### src/fabric_pkg.sv
package fabric_pkg;

  // ----------------------------------------------------------------
  // sequential stage configurations
  // ----------------------------------------------------------------
  typedef enum logic [1:0]
  {
    SEQ_FLOP_CLR  = 2'b00,  // 7-input function plus clearable flip-flop
    SEQ_LATCH_CLR = 2'b01,  // 7-input function plus clearable latch
    SEQ_LATCH     = 2'b10,  // 7-input function plus latch
    SEQ_COMB      = 2'b11   // 8-input function, storage transparent
  } seq_mode_t;

  // ----------------------------------------------------------------
  // reset and clear values
  // ----------------------------------------------------------------
  localparam logic STORE_RESET   = 1'b0;
  localparam logic CLEAR_VALUE   = 1'b0;
  localparam logic IO_LATCH_INIT = 1'b0;

  // ----------------------------------------------------------------
  // cell pair types
  // ----------------------------------------------------------------
  typedef enum logic [1:0]
  {
    PAIR_CC = 2'b00,
    PAIR_CS = 2'b01,
    PAIR_SC = 2'b10,
    PAIR_SS = 2'b11
  } pair_type_t;

endpackage : fabric_pkg

### src/fabric_cells.sv
module fabric_cells
  import fabric_pkg::*;
#(
  parameter bit IS_SIDE_CELL = 1'b1
)
(
  // clock and reset
  input  wire logic                  clock,
  input  wire logic                  rstn,
  // cell pair configuration
  input  wire fabric_pkg::pair_type_t pair_type,
  input  wire fabric_pkg::seq_mode_t  seq_mode_a,
  input  wire fabric_pkg::seq_mode_t  seq_mode_b,
  // cell pair inputs, two cells of ten bits each
  input  wire logic [3:0]            cell_data_a,
  input  wire logic [3:0]            cell_sel_a,
  input  wire logic [3:0]            cell_data_b,
  input  wire logic [3:0]            cell_sel_b,
  input  wire logic                  cell_clear_a,
  input  wire logic                  cell_clear_b,
  input  wire logic                  cell_gate_a,
  input  wire logic                  cell_gate_b,
  // cell pair outputs
  output      logic                  cell_y_a,
  output      logic                  cell_y_b,
  // io cell user side
  input  wire logic                  user_out_upper,
  input  wire logic                  user_out_lower,
  input  wire logic                  user_out_pick_lower,
  input  wire logic                  io_enable,
  input  wire logic                  output_latch_gate,
  input  wire logic                  global_input_disable,
  input  wire logic                  global_output_disable,
  output      logic                  io_y,
  // pad side
  output      logic                  pad_drive_line,
  output      logic                  pad_drive_oe,
  input  wire logic                  pad_receive_line,
  // clock pads
  input  wire logic                  global_clock_pad_first,
  input  wire logic                  global_clock_pad_second,
  output      logic                  global_clock_net_first,
  output      logic                  global_clock_net_second
);
  import fabric_pkg::*;

  // ----------------------------------------------------------------
  // state
  // ----------------------------------------------------------------
  typedef struct packed
  {
    logic [1:0] store;
    logic       out_latch;
    logic [1:0] pad_sync;
    logic       in_latch;
    logic [1:0] global_clock_pad_first_sync;
    logic [1:0] global_clock_pad_second_sync;
  } state_t;

  state_t state_r;
  state_t state_nxt;

  // ----------------------------------------------------------------
  // cell pair
  // ----------------------------------------------------------------
  logic [1:0] is_seq;
  logic [1:0] func;
  logic [1:0] seq_out;
  logic [1:0] gate_v;
  logic [1:0] clear_v;
  logic [1:0] clear_ok;
  logic [1:0] latch_v;
  logic [1:0] comb_v;
  seq_mode_t  mode_v [2];
  logic [3:0] data_v [2];
  logic [3:0] sel_v  [2];

  assign is_seq  = {pair_type == PAIR_CS || pair_type == PAIR_SS,
                    pair_type == PAIR_SC || pair_type == PAIR_SS};
  assign mode_v[0] = seq_mode_a;
  assign mode_v[1] = seq_mode_b;
  assign data_v[0] = cell_data_a;
  assign data_v[1] = cell_data_b;
  assign sel_v[0]  = cell_sel_a;
  assign sel_v[1]  = cell_sel_b;
  assign gate_v    = {cell_gate_b, cell_gate_a};
  assign clear_v   = {cell_clear_b, cell_clear_a};

  generate
    for (genvar i = 0; i < 2; i++)
    begin : g_cell
      logic sel_b_eff;
      // in a storing sequential cell the second AND input is the clear line;
      // the fully combinational mode needs it back to offer all eight inputs
      assign sel_b_eff = (is_seq[i] && mode_v[i] != SEQ_COMB) ? 1'b1 : sel_v[i][1];
      comb_cell u_cell
      (
        .data_in            (data_v[i]),
        .first_select_in_a  (sel_v[i][0]),
        .first_select_in_b  (sel_b_eff),
        .second_select_in_a (sel_v[i][2]),
        .second_select_in_b (sel_v[i][3]),
        .y                  (func[i])
      );
      assign clear_ok[i] = is_seq[i] && (mode_v[i] == SEQ_FLOP_CLR ||
                                         mode_v[i] == SEQ_LATCH_CLR) && clear_v[i];
      assign latch_v[i]  = is_seq[i] && (mode_v[i] == SEQ_LATCH_CLR || mode_v[i] == SEQ_LATCH);
      assign comb_v[i]   = !is_seq[i] || mode_v[i] == SEQ_COMB;
      // a latch is modelled as transparent in the gate-high cycle
      always_comb
      begin
        if (clear_ok[i])
          seq_out[i] = CLEAR_VALUE;
        else if (comb_v[i] || (latch_v[i] && gate_v[i]))
          seq_out[i] = func[i];
        else
          seq_out[i] = state_r.store[i];
      end
    end
  endgenerate

  assign cell_y_a = seq_out[0];
  assign cell_y_b = seq_out[1];

  // ----------------------------------------------------------------
  // io cell
  // ----------------------------------------------------------------
  logic user_data;
  logic out_latch_q;
  logic input_latch_gate;
  logic pad_in_q;

  assign user_data        = (IS_SIDE_CELL && user_out_pick_lower) ? user_out_lower : user_out_upper;
  assign out_latch_q      = output_latch_gate ? user_data : state_r.out_latch;
  assign input_latch_gate = !output_latch_gate;
  assign pad_in_q         = global_input_disable ? 1'b0 : state_r.pad_sync[1];
  // special pads need no extra logic: this cell serves them in user mode
  assign pad_drive_line   = out_latch_q;
  assign pad_drive_oe     = io_enable && !global_output_disable;
  assign io_y             = input_latch_gate ? state_r.in_latch : pad_in_q;

  // clock pads also go to the global networks, after synchronising
  assign global_clock_net_first  = state_r.global_clock_pad_first_sync[1];
  assign global_clock_net_second = state_r.global_clock_pad_second_sync[1];

  // ----------------------------------------------------------------
  // next state
  // ----------------------------------------------------------------
  always_comb
  begin
    state_nxt = state_r;
    for (int k = 0; k < 2; k++)
    begin
      if (clear_ok[k])
        state_nxt.store[k] = CLEAR_VALUE;
      else if (is_seq[k] && mode_v[k] == SEQ_FLOP_CLR)
        state_nxt.store[k] = func[k];
      else if (latch_v[k] && gate_v[k])
        state_nxt.store[k] = func[k];
    end
    state_nxt.out_latch = out_latch_q;
    state_nxt.pad_sync  = {state_r.pad_sync[0], pad_receive_line};
    state_nxt.in_latch  = input_latch_gate ? state_r.in_latch : pad_in_q;
    state_nxt.global_clock_pad_first_sync = {state_r.global_clock_pad_first_sync[0], global_clock_pad_first};
    state_nxt.global_clock_pad_second_sync = {state_r.global_clock_pad_second_sync[0], global_clock_pad_second};
  end

  always_ff @(posedge clock)
  begin
    if (!rstn)
    begin
      state_r           <= '0;
      state_r.store     <= {STORE_RESET, STORE_RESET};
      state_r.out_latch <= IO_LATCH_INIT;
      state_r.in_latch  <= IO_LATCH_INIT;
    end
    else
      state_r <= state_nxt;
  end

  // ----------------------------------------------------------------
  // checks
  // ----------------------------------------------------------------
  a_clear_zero: assert property (@(posedge clock) disable iff (!rstn)
    clear_ok[0] |-> ##1 (state_r.store[0] == 1'b0)) else $error("clear did not zero store");
  a_flop_capture: assert property (@(posedge clock) disable iff (!rstn)
    (is_seq[0] && seq_mode_a == SEQ_FLOP_CLR && !cell_clear_a) |=> (state_r.store[0] == $past(func[0])))
    else $error("flop did not capture");
  a_comb_pass: assert property (@(posedge clock) disable iff (!rstn)
    !is_seq[1] |-> (cell_y_b == func[1])) else $error("comb cell not transparent");
  a_oe_follow: assert property (@(posedge clock) disable iff (!rstn)
    pad_drive_oe == (io_enable && !global_output_disable)) else $error("enable mismatch");
  a_out_disable: assert property (@(posedge clock) disable iff (!rstn)
    global_output_disable |-> !pad_drive_oe) else $error("output not disabled");
  a_out_hold: assert property (@(posedge clock) disable iff (!rstn)
    (!output_latch_gate && $past(!output_latch_gate)) |-> $stable(pad_drive_line))
    else $error("output latch not holding");
  a_in_hold: assert property (@(posedge clock) disable iff (!rstn)
    (!output_latch_gate && $past(!output_latch_gate)) |-> $stable(io_y)) else $error("input latch not holding");
  a_in_pass: assert property (@(posedge clock) disable iff (!rstn)
    (output_latch_gate && !global_input_disable) |-> (io_y == state_r.pad_sync[1]))
    else $error("input latch not transparent");
  a_clk_net: assert property (@(posedge clock) disable iff (!rstn)
    global_clock_pad_first ##1 global_clock_pad_first |=> global_clock_net_first)
    else $error("clock pad not reaching net");
endmodule // fabric_cells

### src/comb_cell.sv
module comb_cell
(
  // data inputs
  input  wire logic [3:0] data_in,
  // select inputs
  input  wire logic       first_select_in_a,
  input  wire logic       first_select_in_b,
  input  wire logic       second_select_in_a,
  input  wire logic       second_select_in_b,
  // result
  output      logic       y
);
  logic first_select_term;
  logic second_select_term;

  assign first_select_term  = first_select_in_a & first_select_in_b;
  assign second_select_term = second_select_in_a | second_select_in_b;
  assign y = data_in[{second_select_term, first_select_term}];
endmodule // comb_cell

### config.mk
export PLATFORM = sky130hd
export DESIGN_NAME = fabric_cells
export DESIGN_NICKNAME = d
export VERILOG_FILES = /design/src/fabric_pkg.sv /design/src/fabric_cells.sv /design/src/comb_cell.sv
export SDC_FILE = /design/constraint.sdc
export NUM_CORES = 1
export LEC_CHECK = 0
export BUFFER_PORTS_ARGS = -buffer_cell sky130_fd_sc_hd__buf_2
export CAP_MARGIN = 30
export CORE_MARGIN = 2
export CORE_UTILIZATION = 42
export CTS_CLUSTER_SIZE = 40
export DETAILED_ROUTE_END_ITERATION = 8
export PLACE_DENSITY = 0.82
export SETUP_SLACK_MARGIN = 0.3
export SKIP_LAST_GASP = 1
export SLEW_MARGIN = 20
export SYNTH_ARGS = -nofsm -noshare
export SYNTH_HDL_FRONTEND = slang
export SYNTH_SLANG_ARGS = --single-unit
### constraint.sdc
create_clock -name clock -period 1.8 [get_ports clock]
set_input_delay 0.18 -clock clock [delete_from_list [all_inputs] [get_ports clock]]
set_output_delay 0.18 -clock clock [all_outputs]
set_load 0.02 [all_outputs]
* Word level (Yosys, flattened, before mapping)
Cells that the tools add are included. Widths: inputs -> output; s select.
Word-level totals: output and inout bits 7, register bits 10, bits of input ports 38, word-level logic and storage cells 75
Cells by class: multiplexer cells 18, magnitude comparators 2, bitwise logic cells 5, reductions and logical operators 32, equal/unequal tests 11
Operators with widths (count):
- $mux 1 | 16
- $logic_and 1x1->1 | 13
- $eq 2x2->1 const B | 6
- $logic_or 1x1->1 | 10
- $eq 2x1->1 const B | 3
- $lt 2x3->1 const B | 2
- $bmux 1 s2 | 2
- $logic_not 2->1 | 2
- $ne 2x2->1 const B | 2
- $reduce_bool 2->1 | 2
- $reduce_or 2->1 | 2
- $logic_not 1->1 | 3
- $and 1x1->1 | 2
- $or 1x1->1 | 2
- $not 1->1 | 1

* Logic depth before layout (Yosys ltp)
depth after elaboration 9, depth in mapped cells 6, gate-level depth less buffers 6

* Cells and area by module
A second synthesis with hierarchy kept.
Unflattened totals: cells, all modules 64, area total of the unflattened synthesis 593.1 sq um
Modules (own cells, without submodules):
- fabric_cells | seq. area each 200.2 sq um, cells an instance 58, area each 533.0 sq um, times used 1
- comb_cell | seq. area each 0.0 sq um, cells an instance 3, area each 30.0 sq um, times used 2

* Worst setup path after synthesis
OpenSTA, ideal clock, no wires.
path kind in2out, from input seq_mode_a[0], to output cell_y_a, buffers on the path 0, arrival 1264 ps, stages on the path 5, slack 356 ps, required time 1620 ps, path through ha_1 > and2b_1 > o21ai_1 > mux4_2 > o21ai_1
On the way: cells in the longest elaborated chain, start to end 8, elaborated cells on any way between the ends 20, classes of those cells eq/ne (4); mux (5); bitwise (1); reduce/logical (10)
Ends and longest elaborated chain:
- start, declared | line fabric_cells.sv:12 | input wire fabric_pkg::seq_mode_t seq_mode_a,
- $ne 2x2->1 | line fabric_cells.sv:95 | assign sel_b_eff = (is_seq[i] && mode_v[i] != SEQ_COMB) ? 1'b1 : sel_v[i][1];
- $logic_and 1x1->1 | line fabric_cells.sv:95
- $mux 1 | line fabric_cells.sv:95
- $and 1x1->1 | line comb_cell.sv:16 | assign first_select_term = first_select_in_a & first_select_in_b;
- $bmux 1 s2 | line comb_cell.sv:18 | assign y = data_in[{second_select_term, first_select_term}];
- $mux 1 (not written as such) | line comb_cell.sv:18
- $mux 1 | line fabric_cells.sv:114 | else if (comb_v[i] || (latch_v[i] && gate_v[i]))
- $mux 1 (*) | line fabric_cells.sv:112 | if (clear_ok[i])
- end, declared | line fabric_cells.sv:24 | output logic cell_y_a,
Every way passes the cells marked *; elsewhere a longest branch is shown, timed or not. The select of a mux whose other input is x is not followed.

* Final worst setup path
from input seq_mode_a[1], to output cell_y_a
The elaborated chain is that of the path after synthesis.

==> out/qor.csv <==
stage,metric,value,unit
run_status,status,completed,
grt,use_met2,0.326,
critical_path,cp-start-kind,primary input,
cells_and_area,fin_area,976,um^2
floorplanning,core,0.00135,mm^2
routing,vias_per_cell,5.05,
routing,drtAntennaViolNets,0,
clocking,cts_tree,done,
clocking,cts_sinks,10,
routing,drc,0,
grt,grt_pass1_wl,2330,um
sta,min_period,1500,ps
sta,fin_crit_sh,0.834,
critical_path,endpoint_kind,output pin,
critical_path,critPathMaxStageDelay,340,ps
critical_path,reg2reg_depth,3,
cells_and_area,final_cell_mix,"buf_2 (40), dfxtp_1 (10), inv_1 (9), nand2_1 (8), and2_1 (8)",
cells_and_area,areaGrowthSynthToFinish,56.3,%
routing,wl_per_cell,11.0,um
clocking,clk_pin_slew,60,ps
floorplanning,initial_core_util,0.462,
critical_path,cp_slowest_cell,mux4_2,
synthesis,synth_cells,73,
cells_and_area,regArea,200,um^2
sta,slew_violations,0,
power_and_ir_drop,leakagePower,0.524,nW
sta,relSlewSlack,0.784,
grt,grt_max_degree,13,
synthesis,synth_warnings,0,
floorplanning,rows,13,
sta,setup_tns,0,ps
clocking,insertion_delay,260,ps
cells_and_area,n_fill_cell,110,
critical_path,crit_arrival,1320,ps
grt,use_met1,0.162,
critical_path,critPathKind,primary input to output pin,
worst_hold_path,worst_hold_path.num_cells,2,
clocking,cts_buffer_depth,2,
synthesis,synthesis.nets,117,
synthesis,synth.distinct_cells,24,
critical_path,cp_top_family,multiplexers,
synthesis,synth.yosys.seq_area_share,0.321,
cells_and_area,mostFrequentLayoutCell,buf_2,
grt,first_global_vias,634,
sta,max_freq,666,MHz
routing,via_count,702,
synthesis,syn_area_per_cell,8.55,um^2
sta,tightest_slew,322,ps
routing,drtIter0Drc,6,
grt,grt.busiest_layer,met2,
job,maxCapViolCount,0,
grt,grt_usage,0.167,
cells_and_area,final_nets,169,
power_and_ir_drop,max-vdd-ir-drop,0.000302,V
sta,finalSetupViolCount,0,
power_and_ir_drop,power_density,616,mW/mm^2
critical_path,cp.depth,7,
sta,grt_setup_unrepaired,true,
clocking,root_buffer,clkbuf_4,
cells_and_area,multi_input_comb_area,408,um^2
worst_hold_path,hp-class,primary input to flip-flop,
floorplanning,fp.dieW,42.6,um
critical_path,critPathMaxFanout,2,
grt,use_met3,0.0388,
cells_and_area,antenna_cells,0,
synthesis,synth-seq-cells,10,
place,placed_cell_area,860,um^2
critical_path,path_cells,"buf_8, ha_4, and2b_1, o21ai_1, mux4_2, o21ai_2, buf_6",
synthesis,syn_area,624,um^2
sta,hold_viol_final,0,
place,place_congestion,0.738,
synthesis,synth_top_area_cell,dfxtp_1,
routing,wl,1530,um
critical_path,worst-path-buf-inv,2,
floorplanning,die_h,42.6,um
sta,skew,1.10,ps
floorplanning,die_area,0.00181,mm^2
clocking,cts_hold_buf,0,
grt,antenna_found_initial,0,
clocking,numCtsBuffers,3,
place,io_buffers,44,
grt,grt.overflow.total,0,
routing,drt_pass1_iterations,4,
clocking,h-tree-depth,1,
critical_path,worstPathRequired,1620,ps
floorplanning,ios,45,
synthesis,synth_area_leaders,"dfxtp_1 (32%), ha_1 (12%), and2_1 (8.0%)",
place,hpwl,1100,um
synthesis,synth_top_cell_area_share,0.321,
cells_and_area,drive_gt1_frac,0.484,
final cells by class:
class,instances,area share
Sequential cell,10,0.205
Timing Repair Buffer,48,0.286
Clock buffer,4,0.0372
Inverter,9,0.0346
Multi-Input combinational cell,53,0.418
Tap cell,15,0.0192
flip-flops by register name (all words and copies together) (netlist names):
name                     count
global_clock_net_first       1
global_clock_net_second      1
state_nxt                    3
state_r                      5
layer usage:
| metal | wire length (um) | share of wire | up-vias |
|---|---|---|---|
| li1 | - | - | 353 |
| met1 | 552 | 0.36 | 312 |
| met2 | 849 | 0.55 | 31 |
| met3 | 95 | 0.062 | 6 |
| met4 | 34 | 0.022 | 0 |
| met5 | 0 | 0 | - |
where the power goes:
part / total (mW) / switching, mW / leakage [nW] / internal (mW)
Sequential: 0.235 / 0.00299 / 0.0824 / 0.232
Clock: 0.195 / 0.0719 / 0.0210 / 0.123
Combinational: 0.171 / 0.0798 / 0.421 / 0.0914
Total: 0.601 / 0.155 / 0.524 / 0.446
cells in the mapped netlist:
library cell	instances
dfxtp_1	10
inv_1	9
and2_1	8
nand2_1	8
ha_1	6
nand4_1	4
o21ai_1	4
nor2_1	3
a21o_1	2
mux2i_1	2
nor2b_1	2
o211ai_1	2
o21ai_0	2
a21oi_1	1
and2b_1	1
clkbuf_1	1
mux2_2	1
mux4_2	1
nand3_1	1
nand3b_1	1
o2111ai_2	1
o211ai_2	1
o21a_1	1
or3b_1	1
final timing paths:
kind,from,end,slack (ps)
max reg2reg,state_r[4],state_r[4],1070
min,global_clock_pad_first,state_nxt[3],130
max,seq_mode_a[1],cell_y_a,300
min reg2reg,state_nxt[6],state_r[6],440
timing repair:
action | CTS | global route
endpoints found under the setup margin | 1 | 2
setup buffers | 1 | 3
pin swaps | 2 | 5
resized for setup | 5 | 7
kinds of logic after synthesis:
family | synth area share
AND/OR/NAND/NOR | 0.253
AO/OA/AOI/OAI | 0.160
buffers and inverters | 0.0601
flip-flops | 0.321
adder cells (fa/ha/maj) | 0.120
multiplexers | 0.0862
through the flow:
step	power (mW)	worst slack (ps)	std cells	hold WS (ps)	utilization
5_1_grt	0.635	226	139	122	0.723
3_3_place_gp	0.378	276	131	387	0.637
4_1_cts	0.586	306	136	120	0.690
6_report	0.601	298	139	126	0.723
2_1_floorplan	0.318	356	73	307	-
3_5_place_dp	0.383	231	131	391	0.637
Note: power is estimated with default switching activity, not from simulation.
